### config.mk
export PLATFORM = sky130hd
export DESIGN_NAME = lcis_cell
export DESIGN_NICKNAME = d
export VERILOG_FILES = /design/src/verilog/lcis_pkg.sv /design/src/verilog/lcis_gate.sv /design/src/verilog/lcis_cell.sv
export SDC_FILE = /design/constraint.sdc
export NUM_CORES = 1
export LEC_CHECK = 0
export BUFFER_PORTS_ARGS = -buffer_cell sky130_fd_sc_hd__buf_2
export CAP_MARGIN = 20
export CELL_PAD_IN_SITES_DETAIL_PLACEMENT = 0
export CELL_PAD_IN_SITES_GLOBAL_PLACEMENT = 1
export CORE_MARGIN = 2
export CORE_UTILIZATION = 40
export CTS_CLUSTER_DIAMETER = 200
export DETAILED_ROUTE_END_ITERATION = 16
export PLACE_DENSITY = 0.84
export SLEW_MARGIN = 20
export SYNTH_ARGS = -nofsm -noshare
export SYNTH_HDL_FRONTEND = slang
export SYNTH_SLANG_ARGS = --single-unit
### constraint.sdc
create_clock -name pclk -period 3 [get_ports pclk]
set_input_delay 0.6 -clock pclk [delete_from_list [all_inputs] [get_ports pclk]]
set_output_delay 0.6 -clock pclk [all_outputs]
set_load 0.01 [all_outputs]
### src/verilog/lcis_pkg.sv
//==========================================================
// register map
package lcis_pkg;

	localparam int              ADDR_W      = 12;
	localparam logic [11:0]     CTRL_OFFSET = 12'h000;
	localparam logic [11:0]     SEL_OFFSET  = 12'h004;
	localparam logic [11:0]     GATE_OFFSET = 12'h008;

	// writable bits; everything else reads zero, except status bit 6 of the control word
	localparam logic [31:0]     CTRL_MASK   = 32'h000F_80A7;
	localparam logic [31:0]     SEL_MASK    = 32'h0000_7777;
	localparam logic [31:0]     GATE_MASK   = 32'hFFFF_FFFF;

	localparam logic [31:0]     CTRL_RESET  = 32'h0000_0000;
	localparam logic [31:0]     SEL_RESET   = 32'h0000_0000;
	localparam logic [31:0]     GATE_RESET  = 32'h0000_0000;

	//==========================================================
	// field positions
	localparam int              MODE_LSB    = 0;
	localparam int              LCPOL_BIT   = 5;
	localparam int              CELL_OUTPUT_STATUS_BIT   = 6;
	localparam int              LCOE_BIT    = 7;
	localparam int              ON_BIT      = 15;
	localparam int              GPOL_LSB    = 16;
	localparam int              DS_W        = 3;
	localparam int              DS1_LSB     = 0;
	localparam int              DS2_LSB     = 4;
	localparam int              DS3_LSB     = 8;
	localparam int              DS4_LSB     = 12;
	localparam int              GATE_BYTE_W = 8;
	localparam int              NUM_GATES   = 4;

	//==========================================================
	// cell function modes
	typedef enum logic [2:0] {
		MODE_AND_OR  = 3'b000,
		MODE_OR_XOR  = 3'b001,
		MODE_AND4    = 3'b010,
		MODE_SR      = 3'b011,
		MODE_DFF_SR  = 3'b100,
		MODE_DFF2_R  = 3'b101,
		MODE_JK_R    = 3'b110,
		MODE_LATCH   = 3'b111
	} lcis_mode_type;

endpackage

### src/verilog/lcis_gate.sv
`timescale 1ns/1ps

//==========================================================
// one gate: or of enabled true/inverted sources, then polarity
module lcis_gate (
	input  wire logic       pclk,
	input  wire logic       presetn,
	input  wire logic [3:0] data_src,
	input  wire logic [7:0] enables,
	input  wire logic       polarity,
	output logic            gate_out
);

	logic [3:0] true_terms;
	logic [3:0] inv_terms;
	logic       raw_or;

	// odd bit of each pair is true, even bit inverted
	genvar k;
	generate
		for (k = 0; k < 4; k++) begin : g_term
			assign true_terms[k] = enables[2*k+1] & data_src[k];
			assign inv_terms[k]  = enables[2*k] & ~data_src[k];
		end
	endgenerate

	// empty enable set gives a zero or-term; the gate then equals its polarity bit
	assign raw_or   = |{true_terms, inv_terms};
	assign gate_out = raw_or ^ polarity;
endmodule

### src/verilog/lcis_cell.sv
// Design decisions made here: the register offsets and the APB register port.
`timescale 1ns/1ps

// Summary of operation
// - cell 1 selector one: pin B, cell 2, unit 5 out, serial 1, comparator_three, calendar...
// - cell 2 selector one: pin B, cell 1, unit 5 second out, serial 2, same rest.
// - cell 3 selector one: pin B, cell 4, unit 7 out, serial 3, multi unit 2.
// - cell 4 selector one: like cell 3, multi unit 3, code 011 reserved.
// - cell 3 selector two: pin A, own, comparator_two, serial_port3_data_out, rx3, unit 6 out/match, unit 7.
// - cell 4 selector two: like cell 3, codes 011 and 100 reserved.
// - gate register: one byte per gate, source pairs low to high, true above inverted.
// - true enable set feeds the selected source unchanged into the gate.
// - inverted enable set feeds the complement of the source into the gate.
// - gate polarity bit set inverts that gate before the cell function.
// - 3-bit mode picks one of eight cell functions.
// - cell disabled drives zero on cell_out and cell_port_out; enabled it combines its inputs.
module lcis_cell #(
	parameter int CELL_INDEX = 1
) (
	input  wire logic                        pclk,
	input  wire logic                        presetn,
	input  wire logic [lcis_pkg::ADDR_W-1:0] paddr,
	input  wire logic                        psel,
	input  wire logic                        penable,
	input  wire logic                        pwrite,
	input  wire logic [31:0]                 pwdata,
	output logic      [31:0]                 prdata,
	output logic                             pready,
	output logic                             pslverr,
	input  wire logic                        cell_pin_input_a,
	input  wire logic                        cell_pin_input_b,
	input  wire logic                        peer_cell_out,
	input  wire logic                        capture_a_out,
	input  wire logic                        capture_a_match,
	input  wire logic                        capture_b_out,
	input  wire logic                        capture_b_match,
	input  wire logic                        multi_capture_match,
	input  wire logic                        comparator_one,
	input  wire logic                        comparator_two,
	input  wire logic                        comparator_three,
	input  wire logic                        calendar_clock_event,
	input  wire logic                        serial_data_in,
	input  wire logic                        serial_data_out,
	input  wire logic                        serial_rx_in,
	input  wire logic                        uart_tx_out,
	input  wire logic                        adc_conversion_done,
	input  wire logic                        dma_channel_irq,
	output logic                             cell_out,
	output logic                             cell_port_out,
	output logic                             cell_port_oe
);

	localparam int  ASYNC_N = 17;
	localparam logic NO_SERIAL = (CELL_INDEX == 4);

	//==========================================================
	// input synchronisers
	logic [ASYNC_N-1:0] async_raw;
	logic [ASYNC_N-1:0] sync1_ff;
	logic [ASYNC_N-1:0] sync2_ff;

	assign async_raw = {dma_channel_irq, adc_conversion_done, uart_tx_out, serial_rx_in,
		serial_data_out, serial_data_in, calendar_clock_event, comparator_three,
		comparator_two, comparator_one, multi_capture_match, capture_b_match,
		capture_b_out, capture_a_match, capture_a_out, cell_pin_input_b,
		cell_pin_input_a};

	// peer cell shares pclk, so only the foreign sources are synchronised
	always_ff @(posedge pclk or negedge presetn) begin
		if (!presetn) begin
			sync1_ff <= '0;
			sync2_ff <= '0;
		end else begin
			sync1_ff <= async_raw;
			sync2_ff <= sync1_ff;
		end
	end

	logic pin_a_s, pin_b_s, cap_a_out_s, cap_a_match_s, cap_b_out_s, cap_b_match_s;
	logic mc_match_s, cmp1_s, comparator_two_s, comparator_three_s, cal_s, sdi_s, sdo_s, rx_s, tx_s, adc_s, dma_s;

	assign {dma_s, adc_s, tx_s, rx_s, sdo_s, sdi_s, cal_s, comparator_three_s, comparator_two_s, cmp1_s,
		mc_match_s, cap_b_match_s, cap_b_out_s, cap_a_match_s, cap_a_out_s,
		pin_b_s, pin_a_s} = sync2_ff;

	//==========================================================
	// registers
	logic [31:0] ctrl_ff;
	logic [31:0] sel_ff;
	logic [31:0] gate_ff;
	logic [31:0] prdata_ff;
	logic        pready_ff;
	logic        pslverr_ff;
	logic        cell_out_ff;
	logic        cell_port_out_ff;
	logic        cell_port_oe_ff;

	//==========================================================
	// source selection
	function automatic logic pick8(input logic [2:0] code, input logic [7:0] src);
		return src[code];
	endfunction

	logic [7:0] ds1_vec;
	logic [7:0] ds2_vec;
	logic [7:0] ds3_vec;
	logic [3:0] data_src;

	// reserved codes feed a constant zero
	assign ds1_vec = {cap_a_match_s, mc_match_s, cal_s, comparator_three_s,
		sdi_s & ~NO_SERIAL, cap_a_out_s, peer_cell_out, pin_b_s};
	assign ds2_vec = {cap_a_match_s, cap_b_match_s, cap_b_out_s, rx_s & ~NO_SERIAL,
		sdo_s & ~NO_SERIAL, comparator_two_s, cell_out_ff, pin_a_s};
	assign ds3_vec = {1'b0, mc_match_s, dma_s, adc_s, tx_s & ~NO_SERIAL,
		cmp1_s, peer_cell_out, pin_b_s};

	// fourth selector offers the same sources as the first
	assign data_src[0] = pick8(sel_ff[lcis_pkg::DS1_LSB +: lcis_pkg::DS_W], ds1_vec);
	assign data_src[1] = pick8(sel_ff[lcis_pkg::DS2_LSB +: lcis_pkg::DS_W], ds2_vec);
	assign data_src[2] = pick8(sel_ff[lcis_pkg::DS3_LSB +: lcis_pkg::DS_W], ds3_vec);
	assign data_src[3] = pick8(sel_ff[lcis_pkg::DS4_LSB +: lcis_pkg::DS_W], ds1_vec);

	//==========================================================
	// gates
	logic [3:0] gate_v;

	genvar g;
	generate
		for (g = 0; g < lcis_pkg::NUM_GATES; g++) begin : g_gate
			lcis_gate u_gate (
				.pclk     (pclk),
				.presetn  (presetn),
				.data_src (data_src),
				.enables  (gate_ff[g*lcis_pkg::GATE_BYTE_W +: lcis_pkg::GATE_BYTE_W]),
				.polarity (ctrl_ff[lcis_pkg::GPOL_LSB+g]),
				.gate_out (gate_v[g])
			);
		end
	endgenerate

	//==========================================================
	// cell function
	lcis_pkg::lcis_mode_type mode;
	logic                    cell_on;
	logic                    q_ff;
	logic                    g1_prev_ff;
	logic                    nxt_q;
	logic                    result;
	logic                    clk_rise;

	assign mode     = lcis_pkg::lcis_mode_type'(ctrl_ff[lcis_pkg::MODE_LSB +: 3]);
	assign cell_on  = ctrl_ff[lcis_pkg::ON_BIT];
	assign clk_rise = gate_v[0] & ~g1_prev_ff;

	// gate 1 is the clock of flop modes, gate 3 reset; gate 4 sets in MODE_DFF_SR and the latch
	always_comb begin
		nxt_q  = q_ff;
		result = 1'b0;
		case (mode)
			lcis_pkg::MODE_AND_OR: result = (gate_v[0] & gate_v[1]) | (gate_v[2] & gate_v[3]);
			lcis_pkg::MODE_OR_XOR: result = (gate_v[0] | gate_v[1]) ^ (gate_v[2] | gate_v[3]);
			lcis_pkg::MODE_AND4:   result = &gate_v;
			lcis_pkg::MODE_SR: begin
				if (gate_v[0] | gate_v[1]) nxt_q = 1'b1;
				else if (gate_v[2] | gate_v[3]) nxt_q = 1'b0;
				result = nxt_q;
			end
			lcis_pkg::MODE_DFF_SR: begin
				if (gate_v[2]) nxt_q = 1'b0;
				else if (gate_v[3]) nxt_q = 1'b1;
				else if (clk_rise) nxt_q = gate_v[1];
				result = nxt_q;
			end
			lcis_pkg::MODE_DFF2_R: begin
				if (gate_v[2]) nxt_q = 1'b0;
				else if (clk_rise) nxt_q = gate_v[1] & gate_v[3];
				result = nxt_q;
			end
			lcis_pkg::MODE_JK_R: begin
				if (gate_v[2]) nxt_q = 1'b0;
				else if (clk_rise) nxt_q = (gate_v[1] & ~q_ff) | (~gate_v[3] & q_ff);
				result = nxt_q;
			end
			default: begin
				if (gate_v[2]) nxt_q = 1'b0;
				else if (gate_v[3]) nxt_q = 1'b1;
				else if (gate_v[0]) nxt_q = gate_v[1];
				result = nxt_q;
			end
		endcase
	end

	// state cleared while off so a re-enable starts from zero
	always_ff @(posedge pclk or negedge presetn) begin
		if (!presetn) begin
			q_ff       <= 1'b0;
			g1_prev_ff <= 1'b0;
		end else begin
			q_ff       <= cell_on & nxt_q;
			g1_prev_ff <= gate_v[0];
		end
	end

	// outputs registered; one pclk of latency from the synced sources
	always_ff @(posedge pclk or negedge presetn) begin
		if (!presetn) begin
			cell_out_ff      <= 1'b0;
			cell_port_out_ff <= 1'b0;
			cell_port_oe_ff  <= 1'b0;
		end else begin
			cell_out_ff      <= cell_on & (result ^ ctrl_ff[lcis_pkg::LCPOL_BIT]);
			cell_port_out_ff <= cell_on & (result ^ ctrl_ff[lcis_pkg::LCPOL_BIT]);
			cell_port_oe_ff  <= ctrl_ff[lcis_pkg::LCOE_BIT];
		end
	end

	//==========================================================
	// apb slave: one wait-free access phase
	logic        setup_ph;
	logic        access_ph;
	logic        addr_hit;
	logic [31:0] rd_val;

	assign setup_ph  = psel & ~penable;
	assign access_ph = psel & penable & pready_ff;

	// address decode; status bit merged into the control word
	always_comb begin
		addr_hit = 1'b1;
		rd_val   = 32'h0000_0000;
		if (paddr == lcis_pkg::CTRL_OFFSET) begin
			rd_val = ctrl_ff;
			rd_val[lcis_pkg::CELL_OUTPUT_STATUS_BIT] = cell_out_ff;
		end else if (paddr == lcis_pkg::SEL_OFFSET) begin
			rd_val = sel_ff;
		end else if (paddr == lcis_pkg::GATE_OFFSET) begin
			rd_val = gate_ff;
		end else begin
			addr_hit = 1'b0;
		end
	end

	// answer prepared in the setup cycle, shown in the access cycle
	always_ff @(posedge pclk or negedge presetn) begin
		if (!presetn) begin
			pready_ff  <= 1'b0;
			pslverr_ff <= 1'b0;
			prdata_ff  <= 32'h0000_0000;
		end else begin
			pready_ff  <= setup_ph;
			pslverr_ff <= setup_ph & ~addr_hit;
			if (setup_ph) prdata_ff <= pwrite ? 32'h0000_0000 : rd_val;
		end
	end

	// writes land at the access edge; masks keep unused bits zero
	always_ff @(posedge pclk or negedge presetn) begin
		if (!presetn) begin
			ctrl_ff <= lcis_pkg::CTRL_RESET;
			sel_ff  <= lcis_pkg::SEL_RESET;
			gate_ff <= lcis_pkg::GATE_RESET;
		end else if (access_ph && pwrite) begin
			if (paddr == lcis_pkg::CTRL_OFFSET) ctrl_ff <= pwdata & lcis_pkg::CTRL_MASK;
			else if (paddr == lcis_pkg::SEL_OFFSET) sel_ff <= pwdata & lcis_pkg::SEL_MASK;
			else if (paddr == lcis_pkg::GATE_OFFSET) gate_ff <= pwdata & lcis_pkg::GATE_MASK;
		end
	end

	assign prdata        = prdata_ff;
	assign pready        = pready_ff;
	assign pslverr       = pslverr_ff;
	assign cell_out      = cell_out_ff;
	assign cell_port_out = cell_port_out_ff;
	assign cell_port_oe  = cell_port_oe_ff;
endmodule

==> key figures, run 1 <==
Run status
  • Outcome: finished with violations
  • Failing checks: negative setup slack

Yosys
  • #FFs+latches synth: 126
  • Post-Syn Area: 0.00514 sq mm
  • Top FF cell, synth: dfrtp_1
  • Netlist cell types: 42
  • Avg Cell Area, Syn: 13.8 sq um
  • Async set or reset register ratio after synthesis: 100%
  • Sequential area share after synthesis: 61.4%
  • Post-Syn Nets: 440
  • Ys Warns: 0
  • Post-synth EDFFs: 0
  • Mapped Cells: 373

STA
  • Fmax: 322 MHz
  • Actual slew at the worst max-slew pin: 0.716 ns
  • Max Slew Vio Count: 0
  • Final hold violation count: 0
  • Slew HR: 52.2%
  • RSZ-0062 raised after global routing: yes
  • Skew final: 0.00561 ns
  • Final period utilization: 103%
  • Final worst slack: -0.101 ns
  • Final setup fails: 1
  • Min Tclk post-route: 3.10 ns

Placement
  • Port Buf Inserts: 103
  • Inst Count DP: 645
  • GPL Wtd Cong: 0.864
  • Pre-CTS setup slack: -0.368 ns
  • Detailed Place HPWL: 8.64 mm

Critical path
  • RR Endpoint: cell_port_out
  • R2R Path Start: sel_ff[12]
  • Length in cells of the worst reg-to-reg path: 11
  • CP Data Required Time: 3.31 ns
  • CP Class: reg -> reg
  • Setup crit end kind: register
  • R2r setup slk: -0.10 ns
  • Crit path arrival time: 3.41 ns
  • CP Launch Type: register
  • CP Max Fanout: 6

Clock tree
  • # clock sinks: 126
  • Hold Buf Count CTS: 0
  • CTS Buf Count: 17
  • Clk pin slew, worst setup/hold paths: 0.06 ns
  • H-tree levels: 4
  • CTS tree: yes
  • Root buffer cell: clkbuf_16
  • Max clock buf depth: 2
  • Worst skew pair latency: 0.41 ns

Drt
  • Via count: 3622
  • DRT antenna net count: 0
  • DR DRC count: 0
  • Top routing layer in use: met4
  • DR WL/cell: 18.1 um
  • WL met3: 658 um
  • Metal1 wirelength: 5.54 mm
  • Pre-antenna DRT Iters: 7
  • Via density: 5.30
  • Routed wl met2: 5.98 mm
  • 1st-iter DRT viols: 232
  • Drt total wl: 12.4 mm

GRT
  • First-pass GRT wire length: 19.8 mm
  • Vias in the first global route: 3747
  • Initial antenna violation count: 0
  • Tot GR Track Use: 18.4%
  • Largest net degree at the start of global routing: 58
  • Grt ovf: 0

Power
  • Total Power: 3.74 mW
  • Worst vdd ir: 0.000405 V
  • Power per cell area: 564 mW/mm^2
  • Pleak: 3.40 nW

Finish
  • Final net count: 565
  • Multi-input logic area: 0.00189 sq mm
  • Antenna Cells: 0
  • Most common cell after layout, fill and taps aside: dfrtp_1
  • Fin util: 52.7%
  • Most frequent cells in the layout: dfrtp_1, buf_2, mux2_2
  • Fin cells: 683
  • Share of layout cells above drive strength 1: 47.0%
  • P&R area growth vs syn: 28.9%
  • Sequential Area: 0.00316 sq mm
  • Fill count: 1064

Hold path
  • Tightest Hold Check Type: in -> async

Die
  • Die Y: 117 um
  • # rows: 41
  • Die area: 0.0138 sq mm
  • Core Area: 0.0126 sq mm
  • Starting Density: 40.9%
  • # IOs: 104
  • Die width: 117 um

Job
  • MaxCap Viol Count: 0
[report_power, final]
group          internal (mW)  switching (mW)
logic                 0.0651          0.0871
clock network           1.06           0.779
registers               1.73          0.0127
total                   2.86           0.879
[state kept, by name, summed over array words and instances, names as in the netlist, 10 cells and up]
register and cells:
gate_ff 32, prdata 32, sync1_ff 17, sync2_ff 17
sel_ff 12, ctrl_ff 10
[metal layers]
| metal | vias up | global-route usage [%] |
|---|---|---|
| li1 | 1629 | - |
| met1 | 1860 | 24.5 |
| met2 | 115 | 29.4 |
| met3 | 18 | 5.35 |
| met4 | 0 | 5.57 |
| met5 | - | 0 |
[kinds of logic (layout without fill, tap and decap cells)]
| logic type | Yosys count | count (layout) | synth area share, % |
|---|---|---|---|
| simple gates | 60 | 60 | 6.04 |
| flops | 126 | 126 | 61.4 |
| compound gates | 56 | 56 | 9.33 |
| buf+inv | 41 | 179 | 3.58 |
| mux | 86 | 86 | 18.9 |
| xor+xnor | 3 | 3 | 0.512 |
| fa+ha+maj | 1 | 1 | 0.219 |
[worst max-delay path, cell delays in order, from the launching register on]
cell      delay, ns
dfrtp_2        0.46
mux2i_1        0.15
mux4_2         0.57
mux2i_1        0.19
nand4_1        0.16
xor2_2         0.28
buf_4          0.16
o21ba_2        0.17
xnor2_1        0.15
a221o_1        0.30
o32a_1         0.31
o311ai_2       0.09
[final cells by class]
| type | instances | share of cell area (%) |
|---|---|---|
| clock buffer | 17 | 6.42 |
| sequential | 126 | 47.7 |
| inverter | 20 | 1.13 |
| multi-input combinational | 206 | 28.6 |
| tap | 172 | 3.25 |
| timing repair buffer | 127 | 11.2 |
| clock inverter | 15 | 1.74 |
[synth_stat cells (2+ instances only)]
master	number	area [sq um]
a22o_1	14	123
buf_6	3	33.8
o21a_1	3	22.5
nor4_1	5	31.3
mux2_2	50	563
nand2b_1	3	18.8
nand4_1	2	12.5
mux4_2	4	90.1
mux2i_1	32	320
nor3b_1	3	22.5
nor3_1	5	25.0
nor2_1	8	30.0
o21ai_0	5	25.0
dfrtp_1	126	3150
o22ai_1	3	18.8
inv_1	20	75.1
buf_4	2	15.0
or2_2	2	12.5
nand2_1	23	86.3
a211oi_1	4	30.0
xor2_1	2	17.5
nand3_1	4	20.0
clkbuf_1	15	56.3
a222oi_1	17	170
[repair_timing]
item / in CTS / in global routing
setup buffers: 2 / 4
setup endpoints to repair: 2 / 2
gates cloned: 0 / 0
pin swaps: 6 / 5
gates resized for setup: 10 / 10
[stage by stage]
step           setup TNS, ns  instance area (sq um)  hold WS, ns
2_1_floorplan              0                   5140        0.304
3_3_place_gp          -0.268                   5930        0.333
3_5_place_dp          -0.634                   5930        0.335
4_1_cts              -0.0759                   6540        0.268
5_1_grt               -0.320                   6620        0.277
6_report              -0.101                   6620        0.258
[how the worst max path moves through the flow]
stage | startpoint | end | slack [ns] | cells after the start
2_1_floorplan | peer_cell_out | cell_port_out | 0.14 | 10
3_3_place_gp | peer_cell_out | cell_port_out | -0.17 | 11
3_5_place_dp | peer_cell_out | cell_port_out | -0.37 | 11
4_1_cts | sel_ff[0] | cell_port_out | -0.08 | 10
5_1_grt | sel_ff[8] | cell_port_out | -0.22 | 11
6_report | sel_ff[12] | cell_port_out | -0.10 | 11
No activity file was read; power rests on OpenSTA's default activity.
==> inputs of run 2 (changes only) <==
--- a/config.mk
+++ b/config.mk
@@ -13,6 +13,7 @@
 export CORE_UTILIZATION = 40
 export CTS_CLUSTER_DIAMETER = 200
 export DETAILED_ROUTE_END_ITERATION = 16
+export MAX_ROUTING_LAYER = met4
 export PLACE_DENSITY = 0.84
 export SLEW_MARGIN = 20
 export SYNTH_ARGS = -nofsm -noshare
==> run 2 against run 1 <==
The run still ends with negative setup slack left. Largest power group unchanged. Largest cell class unchanged. Worst setup slack improved by 0.054 ns. Clock skew rose by 0.0036 ns. Sequential power hardly changed. Core utilization increased by 0.91 points. Routed wire length rose by 3.7%.
==> key figures, run 2 (synthesized netlist as in run 1, its figures left out) <==
Critical path
  • Crit path arrival time: 3.35 ns
  • CP top delay family: multiplexers
  • Max incr delay on CP: 0.55 ns
  • CP Max Fanout: 5
  • Setup crit end kind: register
  • CP Launch Type: register
  • Crit-path slowest cell: mux4_2
  • CP Data Required Time: 3.30 ns
  • CP Class: reg -> reg
  • Worst-path cell chain: mux2i_2 -> mux4_2 -> buf_6 -> mux2i_1 -> nand2_1 -> nor3_2 -> nor4_2 -> maj3_2 -> a221o_1 -> o32a_1 -> o311ai_1
  • Worst Path Buf+Inv: 1

STA
  • Slew HR: 47.1%
  • Skew final: 0.00917 ns
  • Hold Slack: 0.278 ns
  • RSZ-0062 raised after global routing: yes
  • Final hold violation count: 0
  • Fmax: 328 MHz
  • Max Slew Vio Count: 0
  • Final period utilization: 102%
  • Min Tclk post-route: 3.05 ns
  • Final worst slack: -0.0471 ns
  • Sum Neg Setup Slack: -0.0471 ns
  • Actual slew at the worst max-slew pin: 0.793 ns
  • Final setup fails: 1

Clock tree
  • CTS tree: yes
  • # clock sinks: 126
  • Root buffer cell: clkbuf_16
  • Hold Buf Count CTS: 0
  • Max clock buf depth: 2
  • CTS Buf Count: 17
  • Worst skew pair latency: 0.41 ns
  • Clk pin slew, worst setup/hold paths: 0.06 ns
  • H-tree levels: 4

Finish
  • Share of layout cells above drive strength 1: 47.6%
  • Fill count: 1054
  • Final Cell Area: 0.00674 sq mm
  • Fin util: 53.6%
  • Antenna Cells: 0
  • Multi-input logic area: 0.00190 sq mm
  • Final net count: 571
  • Most common cell after layout, fill and taps aside: dfrtp_1
  • P&R area growth vs syn: 31.1%
  • Sequential Area: 0.00316 sq mm
  • Most frequent cells in the layout: dfrtp_1, buf_2, mux2_2

Die
  • # rows: 41
  • Die width: 117 um
  • # IOs: 104
  • Core Area: 0.0126 sq mm
  • Starting Density: 40.9%
  • Die area: 0.0138 sq mm
  • Die Y: 117 um

GRT
  • Grt ovf: 0
  • Tot GR Track Use: 19.9%
  • First-pass GRT wire length: 20.5 mm
  • Initial antenna violation count: 0
  • Largest net degree at the start of global routing: 64
  • Vias in the first global route: 3899

Drt
  • Drt total wl: 12.8 mm
  • Pre-antenna DRT Iters: 5
  • Via density: 5.32
  • DRT antenna net count: 0
  • DR WL/cell: 18.6 um
  • Via count: 3663
  • DR DRC count: 0
  • 1st-iter DRT viols: 298

Placement
  • Detailed Place HPWL: 8.87 mm
  • Placed Area: 0.00594 sq mm
  • GPL Wtd Cong: 0.859
  • Port Buf Inserts: 103
  • Pre-CTS setup slack: -0.242 ns

Hold path
  • Tightest Hold Check Type: in -> async

Job
  • MaxCap Viol Count: 0

Run status
  • Failing checks: negative setup slack
  • Outcome: finished with violations

Power
  • Pleak: 3.48 nW
  • Power per cell area: 596 mW/mm^2
  • Worst vdd ir: 0.000415 V
==> run 2: routing by layer <==
metal  global-route usage, %  share of wire (%)  vias up
met4                    8.51                1.9        0
li1                        -                  -     1641
met2                    31.3                 49      133
met5                       -                  0        -
met1                    24.6                 43     1869
met3                    4.82                5.9       20
==> run 2: final timing paths <==
kind | cells after the start | slack (ns) | startpoint | endpoint
max | 11 | -0.05 | sel_ff[8] | cell_port_out
min | 1 | 0.28 | presetn | gate_ff[29]
max reg2reg | 11 | -0.05 | sel_ff[8] | cell_port_out
min reg2reg | 0 | 0.35 | sync1_ff[10] | sync2_ff[10]
max in group asynchronous | 2 | 1.94 | presetn | sel_ff[8]
min in group pclk | 1 | 0.29 | comparator_two | sync1_ff[8]
==> run 2: what timing repair did <==
item                       4_1_cts  5_1_grt
gates cloned                     0        0
setup endpoints to repair        2        2
setup buffers                    9        2
resized for setup                9       12
pin swaps                        5        8
==> run 2: final cells by class <==
type                    count  share of cell area (%)
repair buffers            133                    11.5
clock buffers              19                    6.58
clock inverters            13                    2.62
well taps                 172                    3.19
flip-flops and latches    126                    46.9
multi-input cells         206                    28.2
inverters                  20                    1.11
==> run 2: through the flow <==
stage / power [mW] / instances
after global placement: 1.91 / 646
after floorplan: 1.80 / 373
after detailed placement: 1.92 / 646
after CTS: 4.05 / 687
final: 4.01 / 689
after global routing: 4.15 / 689
==> run 2: power by group <==
| group | leakage, nW | switching, mW | total [mW] | internal (mW) |
|---|---|---|---|---|
| registers | 1.65 | 0.0145 | 1.74 | 1.73 |
| logic | 1.53 | 0.0862 | 0.152 | 0.0661 |
| clock network | 0.300 | 0.771 | 2.12 | 1.35 |
| total | 3.48 | 0.872 | 4.01 | 3.14 |
